--- src/core/orss_regs.svh ---
// Purpose: register offsets, reset values and timing figures of the
//          output ramp sequencer
// Assumes: 32-bit register port, one aligned word per register
// Notes:   times are in ns, except servo period, skip limit and ramp cap, which are in ticks; cycle counts are derived in the module
`ifndef ORSS_REGS_SVH
`define ORSS_REGS_SVH

`define ORSS_CLK_NS 4
`define ORSS_TICK_NS 100000
`define ORSS_FLT_NS 250000
`define ORSS_TB_LOW_NS 500
`define ORSS_SERVO_TICKS 16'h0384
`define ORSS_SKIP_TICKS 16'h0003
`define ORSS_RAMP_MAX_TICKS 16'h32C8

`define ORSS_A_MODE_CFG 8'h00
`define ORSS_A_TURN_ON_WAIT 8'h04
`define ORSS_A_RAMP_DURATION 8'h08
`define ORSS_A_SET_POINT 8'h0C
`define ORSS_A_TIMEOUT_LIMIT 8'h10
`define ORSS_A_TIMEOUT_ACTION 8'h14
`define ORSS_A_FAULT_ROUTING 8'h18
`define ORSS_A_STATUS 8'h1C
`define ORSS_A_TARGET 8'h20

`define ORSS_B_CCM 0
`define ORSS_B_LSB_FINE 1
`define ORSS_B_SERVO_EN 6
`define ORSS_B_ROUTE_UNFILT 12
`define ORSS_ACTION_IGNORE 8'h00

`define ORSS_RST_MODE_CFG 16'h0001
`define ORSS_RST_TURN_ON_WAIT 16'h0000
`define ORSS_RST_RAMP_DURATION 16'h0050
`define ORSS_RST_SET_POINT 16'h0000
`define ORSS_RST_TIMEOUT_LIMIT 16'h0000
`define ORSS_RST_TIMEOUT_ACTION 8'h00
`define ORSS_RST_FAULT_ROUTING 16'h0000

`endif

--- src/core/orss_pkg.sv ---
// Purpose: types of the output ramp sequencer
// Assumes: constants live in orss_regs.svh
// Notes:   one packed struct holds the whole module state
package orss_pkg;

  typedef enum logic [2:0] {
    ST_INIT, ST_WAIT_RUN, ST_DELAY, ST_PREP, ST_RAMP, ST_SETTLE, ST_RUN
  } orss_state_t;

  // Inputs from outside the clock domain
  typedef struct packed {
    logic init_done;
    logic supply_ok;
    logic run_line;
    logic timebase;
    logic fault_pin;
    logic vout_above;
    logic uv_fault;
    logic oc_active;
    logic rev_current;
    logic adc_low;
    logic adc_high;
  } orss_in_t;

  // Register port request
  typedef struct packed {
    logic [7:0] addr;
    logic [31:0] wdata;
    logic wr;
    logic rd;
  } orss_bus_t;

  typedef struct packed {
    orss_in_t in1;
    orss_in_t in2;
    logic tb_prev;
    orss_state_t st;
    logic [15:0] tb_div;
    logic tick;
    logic [15:0] cnt;
    logic [15:0] to_cnt;
    logic to_exp;
    logic [15:0] servo_cnt;
    logic [15:0] quo;
    logic [15:0] div_rem;
    logic [16:0] acc;
    logic [4:0] div_i;
    logic [15:0] target;
    logic [11:0] trim;
    logic [15:0] mode_cfg;
    logic [15:0] turn_on_wait;
    logic [15:0] ramp_duration;
    logic [15:0] set_point;
    logic [15:0] to_limit;
    logic [7:0] to_action;
    logic [15:0] routing;
    logic [31:0] rdata;
    logic run_oe;
    logic tb_oe;
    logic fault_oe;
    logic force_dcm;
    logic ls_off;
    logic servo_on;
    logic ccm;
    logic [15:0] flt_cnt;
    logic flt_lvl;
  } orss_st_t;

endpackage

--- src/core/orss_seq.sv ---
// Purpose: start-up sequencer with soft-start ramp and digital servo
// Assumes: comparator, ADC and fault flags arrive asynchronously
// Notes:   wait, ramp, timeout and servo timing runs from ticks seen on the shared timebase line; the fault filter counts clock cycles
//
// Operation
// - Hold run line low until initialized and supply above start threshold.
// - On a shared run line, keep pulling low until this device is ready.
// - After run line release, count turn_on_wait ticks before ramping.
// - Time derives from timebase line; the fastest driver sets the ticks.
// - Soft-start steps the target digitally from zero to the set point.
// - A ramp_duration below 0.25 ms skips the soft-start ramp.
// - One target step per 0.1 ms tick; steps equal duration over tick.
// - Force discontinuous conduction throughout the soft-start ramp.
// - In discontinuous mode turn low_side_switch off on reverse current.
// - Fault pin may release once output exceeds output_low_threshold.
// - fault_pin_routing bit 12 selects the unfiltered undervoltage source.
// - Fault pin input passes a 250 us deglitch filter.
// - converter_mode_cfg bit 6 enables the digital servo loop.
// - Servo moves DAC one LSB per 90 ms; bit 1 selects LSB size.
// - Servo engages after ramp_timeout_limit; zero means no timeout.
// - Zero limit: start after ramp, output above threshold, no overcurrent.
// - Servo start switches from forced discontinuous to bit 0 mode.
// - Ignore action: ramp done, limit expired, output good or no overcurrent.
// - Other action: ramp done, limit expired, no low or overcurrent fault.
// - ramp_duration is limited to 1.3 seconds.
`timescale 1ns/100ps

`include "orss_regs.svh"

module orss_seq #(
  parameter int TICK_CYCLES =
    (`ORSS_TICK_NS + `ORSS_CLK_NS - 1) / `ORSS_CLK_NS,
  parameter int FLT_CYCLES =
    (`ORSS_FLT_NS + `ORSS_CLK_NS - 1) / `ORSS_CLK_NS,
  parameter int TB_LOW_CYCLES =
    (`ORSS_TB_LOW_NS + `ORSS_CLK_NS - 1) / `ORSS_CLK_NS
) (
  input wire logic mclk,
  input wire logic reset,
  input wire orss_pkg::orss_bus_t bus,
  output logic [31:0] rdata,
  input wire orss_pkg::orss_in_t pins,
  output logic run_oe,
  output logic timebase_oe,
  output logic fault_oe,
  output logic [15:0] target,
  output logic [11:0] dac_trim,
  output logic lsb_fine,
  output logic force_dcm,
  output logic ccm_mode,
  output logic low_side_off,
  output logic servo_on
);
  import orss_pkg::*;

  localparam logic [15:0] TICK_N = 16'(TICK_CYCLES);
  localparam logic [15:0] FLT_N = 16'(FLT_CYCLES);
  localparam logic [15:0] TB_LOW_N = 16'(TB_LOW_CYCLES);

  // Counters are 16 bits wide
  initial begin
    if (TICK_CYCLES < 4 || TICK_CYCLES > 65535 || FLT_CYCLES < 1 ||
        FLT_CYCLES > 65535 || TB_LOW_CYCLES < 1 ||
        TB_LOW_CYCLES >= TICK_CYCLES) begin
      $error("orss_seq: timing parameters out of range");
    end
  end

  // Ramp steps from the programmed duration, capped at 1.3 s
  function automatic logic [15:0] ramp_steps(input logic [15:0] dur);
    ramp_steps = (dur > `ORSS_RAMP_MAX_TICKS) ?
      `ORSS_RAMP_MAX_TICKS : dur;
  endfunction

  // Servo start condition across the three timeout settings
  function automatic logic servo_ready(input orss_st_t s);
    if (s.to_limit == 16'h0000) begin
      servo_ready = s.in2.vout_above && !s.in2.oc_active;
    end else if (s.to_action == `ORSS_ACTION_IGNORE) begin
      servo_ready = s.to_exp &&
        (s.in2.vout_above || !s.in2.oc_active);
    end else begin
      servo_ready = s.to_exp && !s.in2.uv_fault &&
        !s.in2.oc_active;
    end
  endfunction

  orss_st_t q;
  orss_st_t d;
  logic [15:0] steps;
  logic [16:0] r_sh;
  logic [16:0] acc_n;
  logic [15:0] tgt_n;
  logic tb_fall;

  ////////////////////////////////////////////////////////////////////////
  // Next state of the whole block
  always_comb begin
    d = q;
    steps = ramp_steps(q.ramp_duration);
    r_sh = {q.div_rem, q.quo[15]};
    acc_n = q.acc + {1'b0, q.div_rem};
    tgt_n = q.target + q.quo;

    // Two-stage synchronisers for every outside input
    d.in1 = pins;
    d.in2 = q.in1;

    // Falling edge of the shared line is the tick; own divider restarts
    // on each falling edge so the fastest device on the line sets the pace
    tb_fall = q.tb_prev && !q.in2.timebase;
    d.tb_prev = q.in2.timebase;
    d.tick = tb_fall;
    if (tb_fall || q.tb_div == TICK_N - 16'h0001) begin
      d.tb_div = 16'h0000;
    end else begin
      d.tb_div = q.tb_div + 16'h0001;
    end
    d.tb_oe = (q.tb_div == TICK_N - 16'h0001) ||
      (q.tb_oe && q.tb_div < TB_LOW_N);

    // Deglitch of the fault pin level
    if (q.in2.fault_pin == q.flt_lvl) begin
      d.flt_cnt = 16'h0000;
    end else if (q.flt_cnt == FLT_N - 16'h0001) begin
      d.flt_cnt = 16'h0000;
      d.flt_lvl = q.in2.fault_pin;
    end else begin
      d.flt_cnt = q.flt_cnt + 16'h0001;
    end

    // Fault pin pulls low while the chosen undervoltage source is active
    if (q.routing[`ORSS_B_ROUTE_UNFILT]) begin
      d.fault_oe = !q.in2.vout_above;
    end else begin
      d.fault_oe = q.in2.uv_fault;
    end

    // Timeout counter runs from the start of the ramp
    if (q.st == ST_INIT || q.st == ST_WAIT_RUN || q.st == ST_DELAY) begin
      d.to_cnt = 16'h0000;
      d.to_exp = 1'b0;
    end else begin
      if (q.tick && !q.to_exp) begin
        d.to_cnt = q.to_cnt + 16'h0001;
      end
      d.to_exp = q.to_limit != 16'h0000 && q.to_cnt >= q.to_limit;
    end

    // Reverse current cuts the low side switch in discontinuous mode
    d.ls_off = (q.force_dcm || !q.mode_cfg[`ORSS_B_CCM]) &&
      q.in2.rev_current;

    // Run line drive follows own readiness only
    d.run_oe = !(q.in2.init_done && q.in2.supply_ok);

    case (q.st)
      ST_INIT: begin
        d.target = 16'h0000;
        d.force_dcm = 1'b1;
        d.servo_on = 1'b0;
        if (q.in2.init_done && q.in2.supply_ok) begin
          d.st = ST_WAIT_RUN;
        end
      end
      ST_WAIT_RUN: begin
        // Shared line rises only when every device has let go
        d.cnt = 16'h0000;
        if (!(q.in2.init_done && q.in2.supply_ok)) begin
          d.st = ST_INIT;
        end else if (q.in2.run_line) begin
          d.st = ST_DELAY;
        end
      end
      ST_DELAY: begin
        if (!q.in2.run_line) begin
          d.st = ST_INIT;
        end else if (q.cnt >= q.turn_on_wait) begin
          d.st = ST_PREP;
          d.cnt = 16'h0000;
          d.quo = q.set_point;
          d.div_rem = 16'h0000;
          d.div_i = 5'h00;
        end else if (q.tick) begin
          d.cnt = q.cnt + 16'h0001;
        end
      end
      ST_PREP: begin
        // Serial divide of set point by step count, one bit a cycle
        if (q.div_i != 5'h10) begin
          d.div_i = q.div_i + 5'h01;
          if (r_sh >= {1'b0, steps}) begin
            d.div_rem = 16'(r_sh - {1'b0, steps});
            d.quo = {q.quo[14:0], 1'b1};
          end else begin
            d.div_rem = r_sh[15:0];
            d.quo = {q.quo[14:0], 1'b0};
          end
        end else if (steps < `ORSS_SKIP_TICKS) begin
          d.target = q.set_point;
          d.st = ST_SETTLE;
        end else begin
          d.acc = 17'h00000;
          d.st = ST_RAMP;
        end
      end
      ST_RAMP: begin
        d.force_dcm = 1'b1;
        if (q.tick) begin
          // Quotient each tick plus a carried remainder share
          if (acc_n >= {1'b0, steps}) begin
            d.acc = 17'(acc_n - {1'b0, steps});
            d.target = tgt_n + 16'h0001;
          end else begin
            d.acc = acc_n;
            d.target = tgt_n;
          end
          d.cnt = q.cnt + 16'h0001;
          if (q.cnt == steps - 16'h0001) begin
            d.st = ST_SETTLE;
          end
        end
      end
      ST_SETTLE: begin
        if (servo_ready(q)) begin
          d.st = ST_RUN;
          d.force_dcm = 1'b0;
          d.servo_on = q.mode_cfg[`ORSS_B_SERVO_EN];
          d.servo_cnt = 16'h0000;
        end
      end
      ST_RUN: begin
        d.servo_on = q.mode_cfg[`ORSS_B_SERVO_EN];
        if (q.tick) begin
          if (q.servo_cnt == `ORSS_SERVO_TICKS - 16'h0001) begin
            d.servo_cnt = 16'h0000;
            if (q.servo_on && q.in2.adc_low) begin
              d.trim = q.trim + 12'h001;
            end else if (q.servo_on && q.in2.adc_high) begin
              d.trim = q.trim - 12'h001;
            end
          end else begin
            d.servo_cnt = q.servo_cnt + 16'h0001;
          end
        end
      end
      default: begin
        d.st = ST_INIT;
      end
    endcase

    // Loss of supply or init drops back and rearms the sequence
    if (q.st != ST_INIT && !(q.in2.init_done && q.in2.supply_ok)) begin
      d.st = ST_INIT;
      d.target = 16'h0000;
      d.force_dcm = 1'b1;
      d.servo_on = 1'b0;
      d.trim = 12'h000;
    end

    // Register writes
    if (bus.wr) begin
      case (bus.addr)
        `ORSS_A_MODE_CFG: d.mode_cfg = bus.wdata[15:0];
        `ORSS_A_TURN_ON_WAIT: d.turn_on_wait = bus.wdata[15:0];
        `ORSS_A_RAMP_DURATION: d.ramp_duration = bus.wdata[15:0];
        `ORSS_A_SET_POINT: d.set_point = bus.wdata[15:0];
        `ORSS_A_TIMEOUT_LIMIT: d.to_limit = bus.wdata[15:0];
        `ORSS_A_TIMEOUT_ACTION: d.to_action = bus.wdata[7:0];
        `ORSS_A_FAULT_ROUTING: d.routing = bus.wdata[15:0];
        default: begin
        end
      endcase
    end

    // Mode pin from next values, so the output is a plain flop
    d.ccm = d.mode_cfg[`ORSS_B_CCM] && !d.force_dcm;

    // Register reads; unmapped offsets answer zero
    if (bus.rd) begin
      case (bus.addr)
        `ORSS_A_MODE_CFG: d.rdata = {16'h0000, q.mode_cfg};
        `ORSS_A_TURN_ON_WAIT: d.rdata = {16'h0000, q.turn_on_wait};
        `ORSS_A_RAMP_DURATION: d.rdata = {16'h0000, q.ramp_duration};
        `ORSS_A_SET_POINT: d.rdata = {16'h0000, q.set_point};
        `ORSS_A_TIMEOUT_LIMIT: d.rdata = {16'h0000, q.to_limit};
        `ORSS_A_TIMEOUT_ACTION: d.rdata = {24'h000000, q.to_action};
        `ORSS_A_FAULT_ROUTING: d.rdata = {16'h0000, q.routing};
        `ORSS_A_STATUS: d.rdata = {q.trim, 10'h000, q.st, q.flt_lvl,
          q.to_exp, q.servo_on, q.force_dcm, q.fault_oe, q.run_oe,
          q.in2.run_line};
        `ORSS_A_TARGET: d.rdata = {16'h0000, q.target};
        default: d.rdata = 32'h00000000;
      endcase
    end
  end

  ////////////////////////////////////////////////////////////////////////
  // State register; reset is synchronous
  always_ff @(posedge mclk) begin
    if (reset) begin
      q <= '0;
      q.st <= ST_INIT;
      q.run_oe <= 1'b1;
      q.force_dcm <= 1'b1;
      q.in1.timebase <= 1'b1;
      q.in2.timebase <= 1'b1;
      q.tb_prev <= 1'b1;
      q.in1.fault_pin <= 1'b1;
      q.in2.fault_pin <= 1'b1;
      q.flt_lvl <= 1'b1;
      q.mode_cfg <= `ORSS_RST_MODE_CFG;
      q.turn_on_wait <= `ORSS_RST_TURN_ON_WAIT;
      q.ramp_duration <= `ORSS_RST_RAMP_DURATION;
      q.set_point <= `ORSS_RST_SET_POINT;
      q.to_limit <= `ORSS_RST_TIMEOUT_LIMIT;
      q.to_action <= `ORSS_RST_TIMEOUT_ACTION;
      q.routing <= `ORSS_RST_FAULT_ROUTING;
    end else begin
      q <= d;
    end
  end

  ////////////////////////////////////////////////////////////////////////
  // Outputs straight from the state register
  assign rdata = q.rdata;
  assign run_oe = q.run_oe;
  assign timebase_oe = q.tb_oe;
  assign fault_oe = q.fault_oe;
  assign target = q.target;
  assign dac_trim = q.trim;
  assign lsb_fine = q.mode_cfg[`ORSS_B_LSB_FINE];
  assign force_dcm = q.force_dcm;
  assign ccm_mode = q.ccm;
  assign low_side_off = q.ls_off;
  assign servo_on = q.servo_on;
endmodule

--- config.mk ---
export PLATFORM = sky130hd
export DESIGN_NAME = orss_seq
export DESIGN_NICKNAME = d
export VERILOG_FILES = /design/src/core/orss_pkg.sv /design/src/core/orss_seq.sv
export VERILOG_INCLUDE_DIRS = /design/src /design/src/core
export SDC_FILE = /design/constraint.sdc
export NUM_CORES = 1
export LEC_CHECK = 0
export BUFFER_PORTS_ARGS = -buffer_cell sky130_fd_sc_hd__buf_2
export CORE_ASPECT_RATIO = 1.2
export CORE_MARGIN = 8
export CORE_UTILIZATION = 60
export CTS_BUF_LIST = sky130_fd_sc_hd__clkbuf_8 sky130_fd_sc_hd__clkbuf_16
export DETAILED_ROUTE_END_ITERATION = 10
export GPL_ROUTABILITY_DRIVEN = 0
export PLACE_DENSITY = 0.79
export RECOVER_POWER = 25
export REMOVE_ABC_BUFFERS = 1
export SYNTH_ARGS = -nofsm -noshare
export SYNTH_HDL_FRONTEND = slang
export SYNTH_SLANG_ARGS = --single-unit
--- constraint.sdc ---
create_clock -name mclk -period 4.7 [get_ports mclk]
set_input_delay 1.41 -clock mclk [delete_from_list [all_inputs] [get_ports mclk]]
set_output_delay 1.41 -clock mclk [all_outputs]
set_load 0.02 [all_outputs]
==> summary.md <==
| Metric | Value |
|---|---|
| Sw frac | 0.239 |
| Critical path's top delay family | compound AO/OA/AOI/OAI gates |
| ANT nets after route | 0 |
| Crit path kind | flop to flop |
| CTS H-tree lvls | 2 |
| Grt total ovfl | 0 |
| DR WL/cell | just under 20 um |
| DRT iter0 DRCs | between 2k and 2.5k |
| MaxCap Viol Count | 1 |
| DIE WIDTH | 181 um |
| Yosys warns | 0 |
| Switching power | 1.38 mW |
| CP bufs+invs | 1 |
| Area of the mapped netlist | 0.0196 mm^2 |
| Dpl hpwl | about 42 mm |
| Clock root cell | clkbuf_16 |
| Failing checks | capacitance limit, slew limit |
| Final worst path period share | 0.957 |
| Internal power | roughly 4.4 mW |
| Worst-path maximum fanout | 10 |
| Final hold vios | 0 |
| Vias in the first global route | ~17k |
| Max-slew violation count | 74 |
| Biggest cell delay along the critical path | around 0.45 ns |
| Clock transition at path regs | 0.07 ns |
| Antenna violations before repair | 1 |
| Starting density of the core | 0.609 |
| Sequential area share after synthesis | 0.337 |
| Core footprint | approximately 0.032 mm^2 |
| Count of final setup violators | 0 |
| Arr. time, crit path | a little under 5 ns |
| Req. time, crit path | around 5 ns |
| Worst slack, placed | between 0.015 and 0.02 ns |
| FP Rows | just over 70 |
| Drt pass-1 iters | 6 |
| Slew HR | -1.14 |
| Global-route wire length before repair | slightly above 90 mm |
| Logic pwr share | 0.045 |
| GRT Total Usage | 0.287 |
| Drt drc | 0 |
| Unique masters post-synth | between 90 and 100 |
| Slew @ Worst Pin | between 3 and 4 ns |
| Setup crit start kind | flop |
| Post-Syn Instances | about 2.5k |
| Nets | 2664 |
| Max Clock Freq | ~220 MHz |
| Status | finished with violations |
| Setup slack after layout | 0.203 ns |
| Ratio of cells with drive above 1 in the final layout | 0.0939 |
| Die Area | approximately 0.039 mm^2 |
| PwrDens | around 270 mW/mm^2 |
| Clock sinks | 330 |
| FF+latch count, synth | 330 |
| Final wirelength | approximately 58 mm |
| Total CTS buffers | 35 |
| Crit-path slowest cell | fa_1 |
| Die height | ~210 um |
| Max Clock Skew | just over 0.02 ns |
| Number of synthesized flops with an enable pin | 0 |
| Vias post-DR | around 19k |
| Pleak | 8.02 nW |
| Layout Area Growth over Synthesis | 8.44% |
| CTS tree | yes |
| Async S/R FF share, synth | 0 |
| Ports | between 100 and 150 |
| Diode count | 0 |
| Tmin final | between 4 and 5 ns |
| Avg Synthesized Cell Area | 7.92 um^2 |
| CTS Hold Bufs | 0 |
| Clock power share | 0.464 |
| Crit path capture type | flop |
| Util after Layout | 0.660 |
| Ys flop type | dfxtp_1 |
| DR vias/cell | roughly 6.4 |
| Largest net degree at the start of global routing | 74 |
| CP Cell Sequence | ha_1 > fa_1 > a211oi_2 > o21ai_1 > a41o_1 > o21ai_1 > nand2b_1 > a21oi_1 > xnor2_1 > ha_1 > nand4_1 > nor2_1 > nand3_1 > o21a_1 > o31a_4 > buf_4 > a2111oi_4 > mux2i_1 > a31oi_1 |
| Reg power frac | 0.491 |
| Max Root-Sink Buffers | 3 |
| Worst min-delay path class | flop to flop |
| IO Port Bufs | about 100 |
| Clk_lat worst skew | ~0.54 ns |
| Peak supply drop | 0.277 mV |
==> through the flow <==
| step | area, um^2 | hold WS [ns] | TNS [ns] | cells | total power [mW] |
|---|---|---|---|---|---|
| 3_3_place_gp | 20100 | 0.391 | 0 | 2860 | 3.15 |
| 5_1_grt | 21200 | 0.433 | -0.0155 | 2920 | 5.96 |
| 6_report | 21200 | 0.414 | 0 | 2920 | 5.79 |
| 4_1_cts | 21200 | 0.416 | 0 | 2919 | 5.81 |
| 2_1_floorplan | 18700 | 0.389 | 0 | 2296 | 3.02 |
| 3_5_place_dp | 20100 | 0.401 | 0 | 2860 | 3.16 |
==> worst paths after layout <==
path | startpoint | end | slack [ns] | depth (start not counted)
setup / recovery | q[193] | target[15] | 0.20 | 19
hold / removal | d[319] | d[311] | 0.41 | 1
setup reg to reg | q[193] | target[15] | 0.20 | 19
hold reg to reg | d[319] | d[311] | 0.41 | 1
==> synth_stat cells, types with 9 or more instances <==
master / number / area (um^2)
a22oi_1: 64 / 480
o2111ai_1: 9 / 78.8
o31ai_1: 9 / 67.6
nand4_1: 24 / 150
nor4_1: 22 / 138
a211oi_1: 16 / 120
and2_1: 17 / 106
dfxtp_1: 330 / 6610
a21o_1: 28 / 210
nand2b_1: 16 / 100
a21oi_1: 237 / 1190
xnor2_1: 83 / 727
nand3_1: 69 / 345
clkbuf_1: 106 / 398
o21bai_1: 13 / 97.6
buf_2: 9 / 45.0
a31oi_1: 38 / 238
and3_1: 27 / 169
ha_1: 113 / 1410
o21ai_0: 95 / 475
a22o_1: 10 / 87.6
nor2b_1: 39 / 244
nor2_1: 222 / 833
o21a_1: 9 / 67.6
or2_2: 14 / 87.6
inv_1: 83 / 312
xor2_1: 63 / 552
a221oi_1: 10 / 87.6
mux2i_1: 26 / 260
a222oi_1: 15 / 150
or3_1: 24 / 150
nand2_1: 350 / 1310
nor3_1: 53 / 265
buf_4: 61 / 458
==> sequential cells by signal, summed over array words and instances (netlist names) <==
register      count
rdata            28
ccm_mode          1
force_dcm         1
fault_oe          1
dac_trim         12
servo_on          1
run_oe            1
timebase_oe       1
lsb_fine          1
low_side_off      1
q               254
d                12
target           16
==> layout by cell type (no fill, tap or decap), types with 53 or more instances in the layout <==
cell	synthesis	layout
xnor2_1	83	83
xor2_1	63	62
inv_1	83	86
nor2_1	222	221
nand3_1	69	69
ha_1	113	113
o21ai_0	95	92
buf_2	9	77
a21oi_1	237	237
a22oi_1	64	64
nand2_1	350	350
buf_4	61	53
dfxtp_1	330	330
==> cell families after synthesis <==
family / share of synthesized area
compound gates: 0.215
xor+xnor: 0.0653
simple gates: 0.224
other cells: 0.000384
flops: 0.337
fa+ha+maj: 0.0799
mux: 0.0139
buf+inv: 0.0642
==> cell type report <==
type                       count  area (um^2)
clock buffer                  45         1010
inverter                      84          315
sequential                   330         6610
timing repair buffer         158          896
fill                        2698        10900
tap                          407          509
clock inverter                14         83.8
multi-input combinational   1882        11800
==> worst register-to-register path: cells and delay by family (launching register included) <==
family                   cells  cell delay [ns]
multiplexers                 1             0.29
AND/OR/NAND/NOR              4             0.52
adder cells (fa/ha/maj)      3             1.02
XOR/XNOR                     1             0.11
buffers and inverters        1             0.18
flip-flops                   1             0.31
AO/OA/AOI/OAI                9             1.93
==> metal layers <==
metal	vias to the layer above	global-route usage	share of wire
met5	-	0	0
met4	0	0.189	0.070
met3	248	0.0517	0.087
met2	912	0.479	0.46
met1	8780	0.338	0.38
li1	8769	-	-
==> power groups by stage <==
stage / logic [mW] / registers (mW) / clock network (mW)
global placement: 0.245 / 2.91 / 0
CTS: 0.253 / 2.85 / 2.71
global route: 0.277 / 2.85 / 2.83
finish: 0.259 / 2.85 / 2.69
floorplan: 0.115 / 2.91 / 0
detailed placement: 0.251 / 2.91 / 0
==> repair_timing <==
item / 4_1_cts / 5_1_grt
setup buffers: 0 / 1
pin swaps: 0 / 1
gates resized for setup: 2 / 8
endpoints found under the setup margin: 1 / 28
(Power assumes the default switching activity.)
